==> src/include/trip_guard_pkg.sv <==
// Overview of operation
// - External trip enters trip state, shows code 12, removes output drive.
// - External trip fires only on an OFF-to-ON edge of its input.
// - Trip stays latched after input goes OFF; falling edge does nothing.
// - Recorded trip events stay in history until a power cycle.
// - Trip leaves by reset or power cycle (guard trip also by run OFF), into stop, hold or run per run and guard.
// - Trip during run coasts the motor and raises alarm at once.
// - Without guard, reset clears alarm; release with run active resumes running, except after undervoltage trip 9 cleared by reset terminal.
// - Any of five inputs becomes external trip when its code is 12.
// - With guard on, cleared trip needs run edge, keypad reset or reset terminal.
// - Guard off and run active at power-up: start running at once.
// - Guard on and run active at power-up: no start, trip code 13.
// - Guard trip clears on run OFF, reset pulse or keypad stop/reset.
// - Code 13 maps the guard enable onto an input.
// - Guard trip cleared by reset terminal with run active restarts at once.
// - After undervoltage trip 9 cleared by reset, guard check still applies.
// - Per-input polarity setting inverts each input before decoding.
package trip_guard_pkg;
  localparam int NUM_INPUTS = 5;
  localparam int CODE_W = 5;
  localparam int ERR_W = 5;
  localparam logic [CODE_W-1:0] FUNC_EXT_TRIP = 5'h0C;
  localparam logic [CODE_W-1:0] FUNC_START_GUARD = 5'h0D;
  localparam logic [ERR_W-1:0] ERR_NONE = 5'h00;
  localparam logic [ERR_W-1:0] ERR_UNDERVOLT = 5'h09;
  localparam logic [ERR_W-1:0] ERR_EXT_TRIP = 5'h0C;
  localparam logic [ERR_W-1:0] ERR_START_GUARD = 5'h0D;
  localparam logic [7:0] HIST_RESET = 8'h00;
  localparam logic [7:0] ONE_HIST = 8'h01;
  // Power-up check waits out the three synchroniser stages and the filter flop
  localparam logic [2:0] PWR_UP_AT = 3'h4;
  localparam logic [2:0] PWR_UP_DONE = 3'h5;
  // Register map over the plain port
  localparam int ADDR_W = 4;
  localparam logic [ADDR_W-1:0] OFS_FUNC0 = 4'h0;
  localparam logic [ADDR_W-1:0] OFS_POLARITY = 4'h5;
  localparam logic [ADDR_W-1:0] OFS_STATUS = 4'h6;
  localparam logic [ADDR_W-1:0] OFS_HISTORY = 4'h7;
  localparam logic [ADDR_W-1:0] OFS_KEYPAD = 4'h8;
  localparam logic [CODE_W-1:0] FUNC_RESET_VAL = 5'h00;
  localparam logic [NUM_INPUTS-1:0] POL_RESET_VAL = 5'h00;
  typedef enum logic [3:0] {
    ST_STOP = 4'b0001,
    ST_RUN = 4'b0010,
    ST_TRIP = 4'b0100,
    ST_HOLD = 4'b1000
  } drive_state_t;
endpackage : trip_guard_pkg

==> src/design/input_sync.sv <==
`timescale 1ns/1ps
module input_sync
  import trip_guard_pkg::*;
#(
  parameter int W = 1
) (
  // Clock and reset
  input wire logic sys_clk,
  input wire logic nrst,
  // Raw and clean levels
  input wire logic [W-1:0] raw_in,
  output logic [W-1:0] clean_out
);
  logic [W-1:0] s1_reg;
  logic [W-1:0] s2_reg;
  logic [W-1:0] s3_reg;
  wire logic [W-1:0] agree = ~(s2_reg ^ s3_reg);
  // Level changes only when the last two stages agree
  always_ff @(posedge sys_clk or negedge nrst) begin
    if (!nrst) begin
      s1_reg <= '0;
      s2_reg <= '0;
      s3_reg <= '0;
      clean_out <= '0;
    end else begin
      s1_reg <= raw_in;
      s2_reg <= s1_reg;
      s3_reg <= s2_reg;
      clean_out <= (agree & s2_reg) | (~agree & clean_out);
    end
  end
endmodule : input_sync

==> src/design/power_up_pulse.sv <==
`timescale 1ns/1ps
module power_up_pulse
  import trip_guard_pkg::*;
(
  // Clock and reset
  input wire logic sys_clk,
  input wire logic nrst,
  // Event
  output logic power_up
);
  logic [2:0] seen_reg;
  // Fires once the clean levels carry the pins, so run and guard are valid at the check
  always_ff @(posedge sys_clk or negedge nrst) begin
    if (!nrst) begin
      seen_reg <= 3'h0;
    end else if (seen_reg != PWR_UP_DONE) begin
      seen_reg <= seen_reg + 3'h1;
    end
  end
  assign power_up = (seen_reg == PWR_UP_AT);
endmodule : power_up_pulse

==> src/design/external_trip_start_guard.sv <==
`timescale 1ns/1ps
module external_trip_start_guard
  import trip_guard_pkg::*;
(
  // Clock and reset
  input wire logic sys_clk,
  input wire logic nrst,
  // Terminal pins
  input wire logic [NUM_INPUTS-1:0] term_in,
  input wire logic run_cmd,
  input wire logic reset_terminal,
  input wire logic undervolt_fault,
  // Register port
  input wire logic [ADDR_W-1:0] reg_addr,
  input wire logic [7:0] reg_wdata,
  input wire logic reg_wr,
  input wire logic reg_rd,
  output logic [7:0] reg_rdata,
  // Drive status
  output logic drive_enable,
  output logic alarm_out,
  output logic [ERR_W-1:0] error_code,
  output logic [3:0] drive_state
);
  // ****************************************
  // Input conditioning
  // ****************************************
  wire logic [NUM_INPUTS-1:0] term_clean;
  wire logic run_clean;
  wire logic rst_clean;
  wire logic power_up;
  input_sync #(.W(NUM_INPUTS)) u_term_sync (
    .sys_clk(sys_clk),
    .nrst(nrst),
    .raw_in(term_in),
    .clean_out(term_clean)
  );
  input_sync #(.W(2)) u_ctl_sync (
    .sys_clk(sys_clk),
    .nrst(nrst),
    .raw_in({run_cmd, reset_terminal}),
    .clean_out({run_clean, rst_clean})
  );
  wire logic uv_clean;
  input_sync #(.W(1)) u_uv_sync (
    .sys_clk(sys_clk),
    .nrst(nrst),
    .raw_in(undervolt_fault),
    .clean_out(uv_clean)
  );
  power_up_pulse u_pwr (
    .sys_clk(sys_clk),
    .nrst(nrst),
    .power_up(power_up)
  );

  // ****************************************
  // Registers
  // ****************************************
  logic [CODE_W-1:0] func_reg [NUM_INPUTS];
  logic [NUM_INPUTS-1:0] pol_reg;
  logic [7:0] hist_reg;
  logic [7:0] hist_next;
  logic [ERR_W-1:0] last_err_reg;

  function automatic logic func_active(input logic [CODE_W-1:0] code,
                                       input logic [NUM_INPUTS-1:0] lvl,
                                       input logic [CODE_W-1:0] map [NUM_INPUTS]);
    logic hit;
    hit = 1'b0;
    for (int i = 0; i < NUM_INPUTS; i++) begin
      if (map[i] == code && lvl[i]) hit = 1'b1;
    end
    return hit;
  endfunction : func_active

  // The map is passed in so a remap alone re-evaluates the decode
  wire logic [NUM_INPUTS-1:0] term_lvl = term_clean ^ pol_reg;
  wire logic ext_lvl = func_active(FUNC_EXT_TRIP, term_lvl, func_reg);
  wire logic guard_on = func_active(FUNC_START_GUARD, term_lvl, func_reg);

  wire logic wr_func = reg_wr && (reg_addr < 4'(NUM_INPUTS));
  wire logic wr_pol = reg_wr && (reg_addr == OFS_POLARITY);
  wire logic key_reset = reg_wr && (reg_addr == OFS_KEYPAD) && reg_wdata[0];

  always_ff @(posedge sys_clk or negedge nrst) begin
    if (!nrst) begin
      for (int i = 0; i < NUM_INPUTS; i++) func_reg[i] <= FUNC_RESET_VAL;
      pol_reg <= POL_RESET_VAL;
    end else begin
      if (wr_func) func_reg[reg_addr[2:0]] <= reg_wdata[CODE_W-1:0];
      if (wr_pol) pol_reg <= reg_wdata[NUM_INPUTS-1:0];
    end
  end

  // ****************************************
  // Edge detection
  // ****************************************
  logic ext_prev_reg;
  logic run_prev_reg;
  logic rst_prev_reg;
  logic uv_prev_reg;
  always_ff @(posedge sys_clk or negedge nrst) begin
    if (!nrst) begin
      ext_prev_reg <= 1'b0;
      run_prev_reg <= 1'b0;
      rst_prev_reg <= 1'b0;
      uv_prev_reg <= 1'b0;
    end else begin
      ext_prev_reg <= ext_lvl;
      run_prev_reg <= run_clean;
      rst_prev_reg <= rst_clean;
      uv_prev_reg <= uv_clean;
    end
  end
  wire logic ext_rise = ext_lvl && !ext_prev_reg;
  wire logic run_rise = run_clean && !run_prev_reg;
  wire logic run_fall = !run_clean && run_prev_reg;
  wire logic rst_rise = rst_clean && !rst_prev_reg;
  wire logic uv_rise = uv_clean && !uv_prev_reg;
  // Reset clears as it is asserted; drive stays off until the terminal is released
  wire logic clear_act = rst_rise || key_reset;
  wire logic reset_held = rst_clean;

  // ****************************************
  // Drive state machine
  // ****************************************
  // Hold means an armed run is blocked until a fresh start action.
  drive_state_t state_reg;
  drive_state_t state_next;
  logic [ERR_W-1:0] err_reg;
  logic [ERR_W-1:0] err_next;
  logic guard_check_reg;
  logic guard_check_next;

  always_comb begin
    state_next = state_reg;
    err_next = err_reg;
    guard_check_next = guard_check_reg;
    case (state_reg)
      ST_STOP, ST_RUN, ST_HOLD: begin
        if (ext_rise) begin
          state_next = ST_TRIP;
          err_next = ERR_EXT_TRIP;
        end else if (uv_rise) begin
          state_next = ST_TRIP;
          err_next = ERR_UNDERVOLT;
        end else if (power_up || guard_check_reg) begin
          guard_check_next = 1'b0;
          if (run_clean && guard_on) begin
            state_next = ST_TRIP;
            err_next = ERR_START_GUARD;
          end else if (run_clean && !reset_held) begin
            state_next = ST_RUN;
          end
        end else if (state_reg == ST_HOLD) begin
          if (!run_clean) state_next = ST_STOP;
          else if (run_rise || clear_act) state_next = ST_RUN;
        end else if (state_reg == ST_RUN) begin
          if (!run_clean) state_next = ST_STOP;
        end else if (run_rise && !reset_held) begin
          state_next = ST_RUN;
        end
      end
      ST_TRIP: begin
        if (err_reg == ERR_START_GUARD && run_fall) begin
          state_next = ST_STOP;
          err_next = ERR_NONE;
        end else if (clear_act) begin
          err_next = ERR_NONE;
          if (err_reg == ERR_UNDERVOLT) begin
            state_next = ST_STOP;
            guard_check_next = 1'b1;
          end else if (err_reg == ERR_START_GUARD && run_clean) begin
            state_next = ST_RUN;
          end else if (guard_on && run_clean) begin
            state_next = ST_HOLD;
          end else if (run_clean) begin
            state_next = ST_RUN;
          end else begin
            state_next = ST_STOP;
          end
        end
      end
      default: begin
        state_next = ST_STOP;
        err_next = ERR_NONE;
      end
    endcase
  end

  wire logic trip_entry = (state_next == ST_TRIP) && (state_reg != ST_TRIP);
  always_comb begin
    hist_next = hist_reg;
    if (trip_entry && hist_reg != 8'hFF) hist_next = hist_reg + ONE_HIST;
  end

  always_ff @(posedge sys_clk or negedge nrst) begin
    if (!nrst) begin
      state_reg <= ST_STOP;
      err_reg <= ERR_NONE;
      guard_check_reg <= 1'b0;
      hist_reg <= HIST_RESET;
      last_err_reg <= ERR_NONE;
    end else begin
      state_reg <= state_next;
      err_reg <= err_next;
      guard_check_reg <= guard_check_next;
      hist_reg <= hist_next;
      if (trip_entry) last_err_reg <= err_next;
    end
  end

  // ****************************************
  // Outputs and read port
  // ****************************************
  // Reset terminal held ON also removes drive, as a power-cycle reset would; a keypad reset does not
  assign drive_enable = (state_reg == ST_RUN) && !reset_held;
  assign alarm_out = (state_reg == ST_TRIP);
  assign error_code = err_reg;
  assign drive_state = state_reg;

  wire logic [7:0] status_word = {alarm_out, drive_enable, guard_on, err_reg};
  wire logic [7:0] rd_mux =
    (reg_addr < 4'(NUM_INPUTS)) ? {3'h0, func_reg[reg_addr[2:0]]} :
    (reg_addr == OFS_POLARITY) ? {3'h0, pol_reg} :
    (reg_addr == OFS_STATUS) ? status_word :
    (reg_addr == OFS_HISTORY) ? hist_reg :
    (reg_addr == OFS_KEYPAD) ? {3'h0, last_err_reg} : 8'h00;
  always_ff @(posedge sys_clk or negedge nrst) begin
    if (!nrst) reg_rdata <= 8'h00;
    else if (reg_rd) reg_rdata <= rd_mux;
    else reg_rdata <= 8'h00;
  end
endmodule : external_trip_start_guard

==> config.mk <==
export PLATFORM = sky130hd
export DESIGN_NAME = external_trip_start_guard
export DESIGN_NICKNAME = d
export VERILOG_FILES = /design/src/include/trip_guard_pkg.sv /design/src/design/input_sync.sv /design/src/design/power_up_pulse.sv /design/src/design/external_trip_start_guard.sv
export SDC_FILE = /design/constraint.sdc
export NUM_CORES = 1
export LEC_CHECK = 0
export BUFFER_PORTS_ARGS = -buffer_cell sky130_fd_sc_hd__buf_2
export CAP_MARGIN = 30
export CORE_UTILIZATION = 45
export CTS_CLUSTER_DIAMETER = 80
export DETAILED_ROUTE_END_ITERATION = 12
export GPL_TIMING_DRIVEN = 0
export PLACE_DENSITY = 0.67
export SYNTH_ARGS = -nofsm -noshare
export SYNTH_HDL_FRONTEND = slang
export SYNTH_SLANG_ARGS = --single-unit
==> constraint.sdc <==
create_clock -name sys_clk -period 1.95 [get_ports sys_clk]
set_input_delay 0 -clock sys_clk [delete_from_list [all_inputs] [get_ports sys_clk]]
set_output_delay 0 -clock sys_clk [all_outputs]
set_load 0.05 [all_outputs]
After elaboration in Yosys (flattened, before gate mapping)
Index checks and enable logic that the tools add are counted.
- register bits: 100
- input port bits: 24
- output and inout port bits: 19
- word-level logic and storage cells: 178
- add/sub/neg operators: 2
- $lt $le $gt $ge: 3
- equal/unequal tests: 31
- multiplexer cells: 54
- bitwise gates (word level): 19
- reduce and logical (&&, ||, !) cells: 40
- operator list (operator ; number):
    two-way mux 4 bit ; 16
    == test 5 x 4 -> 1 bit, second input constant ; 12
    two-way mux 5 bit ; 10
    two-way mux 8 bit ; 5
    logical AND 1 bit ; 28
    bitwise mux 25 bit ; 1
    == test 4 x 3 -> 1 bit, second input constant ; 5
    two-way mux 1 bit ; 16
    binary-select mux 5 bit (select 3 bit) ; 1
    demux 5 bit (select 3 bit) ; 1
    bitwise AND 5 bit ; 2
    inverter 5 bit ; 2
    case mux 5 bit (2 select lines) ; 1
    bitwise XOR 5 bit ; 2
    adder 8 x 1 -> 8 bit, second input constant ; 1
    == test 4 bit, second input constant ; 2
    inequality test 2 bit, second input constant ; 4
    inequality test 8 bit, second input constant ; 1
    case mux 4 bit (2 select lines) ; 1
    AND reduction 7 bit ; 1
    logical NOT 1 bit ; 6
    bitwise OR 5 bit ; 1
    bitwise AND 2 bit ; 2
    == test 4 x 1 -> 1 bit, second input constant ; 1
    22 further kinds ; 27

Logic depth before layout (Yosys ltp)
Gate-level depths: netlist (run 1).
- depth after elaboration: 17
- mapped depth: 8
- depth with buffers taken out: 8

Hierarchy
A second synthesis (run 1) with hierarchy kept.
- cell total of the unflattened synthesis: 363
- area total of the unflattened synthesis: 4440.5 µm²
- by module, submodules not included (module ; instances ; cells each ; area each (µm²) ; seq. area each (µm²)):
    external_trip_start_guard ; 1 ; 308 ; 3377.0 ; 1627.8
    input_sync (u_term_sync) ; 1 ; 25 ; 556.8 ; 500.5
    input_sync (u_ctl_sync) ; 1 ; 10 ; 222.7 ; 200.2
    power_up_pulse ; 1 ; 15 ; 172.7 ; 75.1
    input_sync (u_uv_sync) ; 1 ; 5 ; 111.4 ; 100.1

Least setup slack after synthesis (run 1)
OpenSTA, ideal clock, no wires.
- kind: reg2reg
- from: register state_reg[1], in the netlist drive_state[1]
- to: register err_reg[2], in the netlist error_code[2]
- library setup time: 83 ps
- data arrival time: 3236 ps
- data required time: 1867 ps
- path slack: -1369 ps
- stages on the path, launching flop included: 7
- path buffers: 1
- period minus slack after synthesis: 3319 ps
- cells stage by stage: dfrtp_1 -> buf_2 -> nor4_1 -> nand2_1 -> o21bai_1 -> o21a_1 -> o21ai_0
- elaborated cells between the ends (all ways): 6
- classes of those cells: 4 x eq/ne; 1 x mux; 1 x reduce/logical
- RTL lines (element ; RTL line ; text):
    start: declaration ; external_trip_start_guard.sv:129 ; drive_state_t state_reg;
    start signal: assignment ; external_trip_start_guard.sv:206 ; state_reg <= state_next;
    == test 4 x 3 -> 1 bit ; - ;
    net alarm_out ; external_trip_start_guard.sv:21 ; output logic alarm_out,
    case mux 5 bit (2 select lines) ; external_trip_start_guard.sv:140 ; case (state_reg)
    net err_next[2] ; external_trip_start_guard.sv:132 ; logic [ERR_W-1:0] err_next;
    end signal: assignment ; external_trip_start_guard.sv:207 ; err_reg <= err_next;
    end: declaration ; external_trip_start_guard.sv:131 ; logic [ERR_W-1:0] err_reg;
The timed path passes the listed nets, and every way through them passes these cells.
A chain may end at the register's enable or synchronous reset.

Final worst setup path (run 1)
- from: register pol_reg[2]
- to: register hist_reg[5]
- word-level cells in the longest chain between the ends: 15
- elaborated cells between the ends (all ways): 24
- classes of those cells: 1 x eq/ne; 16 x mux; 1 x bitwise; 6 x reduce/logical
- ends and longest elaborated chain (element ; RTL line ; text):
    start: declaration ; external_trip_start_guard.sv:61 ; logic [NUM_INPUTS-1:0] pol_reg;
    start signal: assignment ; external_trip_start_guard.sv:92 ; if (wr_pol) pol_reg <= reg_wdata[NUM_INPUTS-1:0];
    bitwise XOR 5 bit (*) ; external_trip_start_guard.sv:78 ; wire logic [NUM_INPUTS-1:0] term_lvl = term_clean ^ pol_reg;
    logical AND 1 bit ; external_trip_start_guard.sv:72 ; if (map[i] == code && lvl[i]) hit = 1'b1;
    two-way mux 1 bit (3 in series) ; external_trip_start_guard.sv:72 ;
    logical AND 1 bit ; external_trip_start_guard.sv:150, external_trip_start_guard.sv:176 ;
    two-way mux 4 bit ; external_trip_start_guard.sv:176 ; end else if (guard_on && run_clean) begin
    two-way mux 4 bit ; external_trip_start_guard.sv:174 ; end else if (err_reg == ERR_START_GUARD && run_clean) begin
    two-way mux 4 bit ; external_trip_start_guard.sv:171 ; if (err_reg == ERR_UNDERVOLT) begin
    two-way mux 4 bit ; external_trip_start_guard.sv:169 ; end else if (clear_act) begin
    two-way mux 4 bit ; external_trip_start_guard.sv:166 ; if (err_reg == ERR_START_GUARD && run_fall) begin
    case mux 4 bit (2 select lines) (*) ; external_trip_start_guard.sv:140 ;
    == test 4 x 3 -> 1 bit (*) ; external_trip_start_guard.sv:192 ; wire logic trip_entry = (state_next == ST_TRIP) && (state_reg != ST_TRIP);
    logical AND 1 bit (*) ; external_trip_start_guard.sv:192 ;
    logical AND 1 bit (*) ; external_trip_start_guard.sv:195 ; if (trip_entry && hist_reg != 8'hFF) hist_next = hist_reg + ONE_HIST;
    end signal: assignment ; external_trip_start_guard.sv:209 ; hist_reg <= hist_next;
    end: declaration ; external_trip_start_guard.sv:62 ; logic [7:0] hist_reg;
Mark *: on every way between the ends. The rest lies on a longest branch, timed or not.

==> metrics, run 1 <==
CP Launch Type=register; Synth Flop Type=dfrtp_1; Period minus WS final=2.08 ns; Die H=101 µm; Ys Warns=0; most common library cells after synthesis=dfrtp_1, mux2_2, nor2_1; global-route wire length before repair=15500 µm; worst hold path type=in2reg; pwr dens=1070 mW/mm²; Worst EP required=2.20 ns; number of diodes=0; crit path DAT=2.33 ns; Avg Vias per Cell=5.41; antenna-violating nets left=0; max-slew violation count=0; Final WS setup=-0.129 ns; port bufs=38; Setup TNS Final=-0.974 ns; cells after synthesis=369; global placement routability congestion=0.879; Die ar.=0.0103 mm²; Starting Density=0.473; Layout area overhead=23.6%; Crit Path Class=reg2reg; initial detailed-routing violation count=133; clock tree buffer depth=2; Residual DRC=0; Distinct cells, synth=62; CTS tree=yes; vias in the first global route=2965; Worst-Margin Slew=0.553 ns; die span in x=101 µm; fin crit share=1.07; Synth top area share=0.556; Avg Cell Area, Syn=12.1 µm²; Total Routing Usage GR=0.203; Critical Path Fanout Max=6; FMAX=481 MHz; max reg flops=25; most common cell in the netlist=dfrtp_1; initial antenna violation count=0; clk root buf=clkbuf_8; unrepaired setup endpoints after global routing=yes; Worst-Skew Late Latency=0.37 ns; syn_nets=397; Post-Route Skew=0.0143 ns; Cell Area, Synth=0.00445 mm²; share of cells above drive strength 1=0.314; CTS Buf Count=9; # setup viols final=13; FFs w/ async S/R, synth=1.00; drt total wl=9610 µm; CTS clk-pin slew, worst paths=0.10 ns; Synth area leader=dfrtp_1; failing checks=setup timing; Relative slew margins=0.631; status=complete, but fails checks; Vias=3146; Final Hold Fails=0; wire length per cell=16.5 µm; largest net degree at the start of global routing=65; endpoint type of the worst setup path=register; Leakage=2.44 nW; post-synthesis sequential area ratio=0.562; # placed instances=537; # Max-Cap Violations=0; DR pass1 iterations=4; Post-synth EDFFs=0; Sink Count=100; Yosys reg bits=100; Ports=43; Layout fillers=804; H-tree depth=3; gr ovfl total=0; top post-synthesis cells by area=dfrtp_1, mux2_2, nor2_1, nand2_1, maj3_1; Peak VDD IR=0.493 mV; final cell count without fillers=581; num rows=35; total core area=0.00942 mm²; Final HPWL DP=6560 µm; fin nets=475
[critical path, stage by stage, from the launching register on]
cell and delay (ns):
dfrtp_1 0.43, xnor2_2 0.22, nor4_4 0.07, a32oi_2 0.24, nand3_4 0.13, a311oi_4 0.33
buf_12 0.17, buf_4 0.17, nor3_4 0.05, xor2_1 0.15
[per-layer routing]
layer | GRT usage | vias up | wire length (µm)
met5 | 0 | - | 0
met2 | 0.311 | 79 | 4530
met1 | 0.288 | 1559 | 4560
met4 | 0.0624 | 0 | 129
li1 | - | 1497 | -
met3 | 0.0483 | 11 | 386
[cells in the final DEF (no fill, tap or decap), types with 6 or more instances in the layout]
cell type       n
o22ai_1         7
nor2b_1         8
nor2_1         27
clkbuf_8        9
dfrtp_1        96
maj3_1          8
dlygate4sd3_1  15
o21ai_0         9
a21oi_1        12
buf_2          37
nand3_1        14
nand2b_1        6
mux2i_1         7
o21a_1          7
inv_1           8
mux2_2         30
buf_4          14
nand2_1        20
clkbuf_1        7
nor3_1          6
xor2_1          6
[stage by stage]
step	worst slack [ns]	total power [W]	hold slack (ns)	utilization	cell area (µm²)
finish	-0.129	0.00588	0.0418	0.585	5510
detailed placement	-0.287	0.00431	0.00442	0.518	4880
global placement	-0.283	0.00425	0.107	0.515	4850
CTS	-0.163	0.00580	0.0374	0.573	5390
floorplan	-0.0443	0.00385	-0.296	-	4500
global route	-0.195	0.00621	0.0476	0.585	5510
[layout make-up]
class                      count  area (µm²)  share of cell area
timing repair buffer          67         480              0.0873
sequential                   100        2510               0.456
clock inverter                 6        60.1              0.0109
clock buffer                  10         128              0.0232
multi-input combinational    248        2080               0.378
buffer                        11        47.5             0.00863
tap                          129         161              0.0293
inverter                      10        37.5             0.00682
[report_power, final]
| group | switching, W | total (W) | internal (W) |
|---|---|---|---|
| sequential | 0.000372 | 0.00279 | 0.00241 |
| clock | 0.000770 | 0.00128 | 0.000506 |
| combinational | 0.00102 | 0.00182 | 0.000802 |
[cell families (layout without fill, tap and decap cells)]
kind of cell,count (synthesis),after routing,synth area share
flip-flops,100,100,0.562
multiplexers,42,42,0.113
buffers and inverters,21,104,0.0180
AND/OR/NAND/NOR,112,112,0.139
adder cells (fa/ha/maj),12,12,0.0292
AO/OA/AOI/OAI,69,69,0.113
XOR/XNOR,13,13,0.0256
[what timing repair did]
| item | 4_1_cts | 5_1_grt |
|---|---|---|
| pin swaps | 10 | 11 |
| endpoints found under the hold margin | 79 | 0 |
| resized for setup | 14 | 17 |
| hold buffers | 15 | 0 |
| endpoints found under the setup margin | 22 | 23 |
| setup buffers | 10 | 4 |
[worst paths after layout]
check	start	to	slack (ns)	cells past startpoint
setup / recovery	pol_reg[2]	hist_reg[5]	-0.13	9
setup reg to reg	pol_reg[2]	hist_reg[5]	-0.13	9
hold reg to reg	u_term_sync.s1_reg[4]	u_term_sync.s2_reg[4]	0.36	0
hold / removal	reg_addr[3]	reg_rdata[2]	0.04	3
min in group asynchronous	nrst	guard_check_reg	0.12	2
max in group asynchronous	nrst	func_reg[23]	1.15	3
No activity file was read; power rests on OpenSTA's default activity.
==> inputs of run 2 (changes only) <==
--- a/config.mk
+++ b/config.mk
@@ -11,7 +11,7 @@
 export CTS_CLUSTER_DIAMETER = 80
 export DETAILED_ROUTE_END_ITERATION = 12
 export GPL_TIMING_DRIVEN = 0
-export PLACE_DENSITY = 0.67
+export PLACE_DENSITY = 0.63
 export SYNTH_ARGS = -nofsm -noshare
 export SYNTH_HDL_FRONTEND = slang
 export SYNTH_SLANG_ARGS = --single-unit
==> metrics, run 2 (synthesized netlist as in run 1, its figures left out) <==
crit path DAT=2.38 ns (+0.05 ns); most frequent cells in the layout=dfrtp_1, buf_2, mux2_2; Final WS setup=-0.165 ns (-0.0363 ns); total core area=0.00942 mm² (unchanged); endpoint type of the worst setup path=register; status=complete, but fails checks; initial detailed-routing violation count=150 (+13%); worst hold path type=in2reg; antenna-violating nets left=0 (unchanged); vias in the first global route=3038 (+2.5%); Worst-Skew Late Latency=0.37 ns (about the same); gr ovfl total=0 (unchanged); port bufs=38 (unchanged); FF-to-FF path depth=7 (-2); H-tree depth=3 (unchanged); Starting Density=0.473 (unchanged); max reg flops=25 (unchanged); Total Routing Usage GR=0.209 (+0.00633); fin nets=481 (+1.3%); Post-Route Skew=0.0115 ns (-0.00281 ns); CTS Buf Count=9 (unchanged); total power=0.00604 W (+2.6%); share of cells above drive strength 1=0.317 (+0.00243); Period minus WS final=2.11 ns (+0.0363 ns); die span in x=101 µm (unchanged); Avg Vias per Cell=5.47 (+1.1%); Layout fillers=779 (-3.1%); largest net degree at the start of global routing=66 (+1.5%); dpl ws=-0.323 ns (-0.0359 ns); fin crit share=1.08 (+0.0186); global-route wire length before repair=16100 µm (+3.7%); Layout area overhead=23.9%; commonest non-fill, non-tap cell in the layout=dfrtp_1; number of diodes=0 (unchanged); CTS tree=yes; FMAX=473 MHz (-1.7%); Die H=101 µm (unchanged); Relative slew margins=0.607 (-0.0247); DR pass1 iterations=5 (+1); Worst EP required=2.21 ns (about the same); Final Hold Fails=0 (unchanged); Crit Path Class=reg2reg; clock tree buffer depth=2 (unchanged); CTS clk-pin slew, worst paths=0.10 ns (about the same); Critical Path Fanout Max=8 (+2); Hold WS=0.0526 ns (+0.0108 ns); global placement routability congestion=0.853 (-2.9%); Ports=43 (unchanged); max-slew violation count=0 (unchanged); # Max-Cap Violations=0 (unchanged); # setup viols final=13 (unchanged); clk root buf=clkbuf_8; drt total wl=10100 µm (+4.8%); Peak VDD IR=0.510 mV (+3.4%); Residual DRC=0 (unchanged); failing checks=setup timing; Final HPWL DP=6730 µm (+2.6%); Die ar.=0.0103 mm² (unchanged); initial antenna violation count=0 (unchanged); wire length per cell=17.2 µm (+3.7%); Worst-Margin Slew=0.590 ns (+0.0371 ns); Vias=3213 (+2.1%); hold depth=3 (unchanged); CP Launch Type=register; pwr dens=1090 mW/mm² (+2.3%); unrepaired setup endpoints after global routing=yes; num rows=35 (unchanged); Leakage=2.43 nW (-0.26%); Sink Count=100 (unchanged)
-- run 2: final timing paths --
path	startpoint	end	slack, ns
setup / recovery	func_reg[14]	hist_reg[1]	-0.16
hold / removal	reg_addr[3]	reg_rdata[1]	0.05
setup reg to reg	func_reg[14]	hist_reg[1]	-0.16
hold reg to reg	u_term_sync.s1_reg[1]	u_term_sync.s2_reg[1]	0.36
max in group asynchronous	nrst	func_reg[21]	1.14
min in group asynchronous	nrst	u_pwr.seen_reg[2]	0.12
-- run 2: what timing repair did --
| action | in CTS | in global routing |
|---|---|---|
| hold buffers | 15 | 0 |
| buffers inserted | 12 | 7 |
| endpoints found under the hold margin | 82 | 0 |
| endpoints found under the setup margin | 22 | 23 |
| pin swaps | 5 | 10 |
| gates resized for setup | 10 | 23 |
| cloned | 0 | 1 |
-- run 2: area by class of cell --
type / count / area, µm² / area share
sequential: 100 / 2510 / 0.455
multi-input combinational: 248 / 2050 / 0.371
timing repair buffer: 73 / 523 / 0.0948
tap: 129 / 161 / 0.0292
clock buffer: 9 / 124 / 0.0224
clock inverter: 7 / 65.1 / 0.0118
buffer: 11 / 50.0 / 0.00907
inverter: 10 / 37.5 / 0.00680
-- run 2: power breakdown --
group          switching (W)  internal, W
Clock               0.000787     0.000500
Sequential          0.000375      0.00241
Combinational        0.00106     0.000897
Total                0.00222      0.00381
-- run 2: routing by layer --
metal,routed length (µm),GRT usage,vias to the layer above
li1,-,-,1498
met2,4840,0.330,86
met3,381,0.0407,19
met4,176,0.0725,0
met1,4680,0.292,1610
met5,0,0,-
-- run 2: worst max-delay path, cell delays in order, from the launching register on --
cell and delay, ns:
dfrtp_1 0.48, nor4_4 0.47, a211oi_4 0.13, a21oi_4 0.18, a311oi_4 0.06, buf_12 0.17
nor3_4 0.20, mux2_4 0.32
-- run 2: stage by stage --
stage | cell area [µm²] | setup TNS, ns | instances | util
CTS | 5400 | -1.50 | 580 | 0.574
finish | 5520 | -1.15 | 587 | 0.586
global placement | 4850 | -15.78 | 536 | 0.515
floorplan | 4500 | -0.0443 | 369 | -
global route | 5520 | -2.80 | 587 | 0.586
detailed placement | 4880 | -3.17 | 537 | 0.518
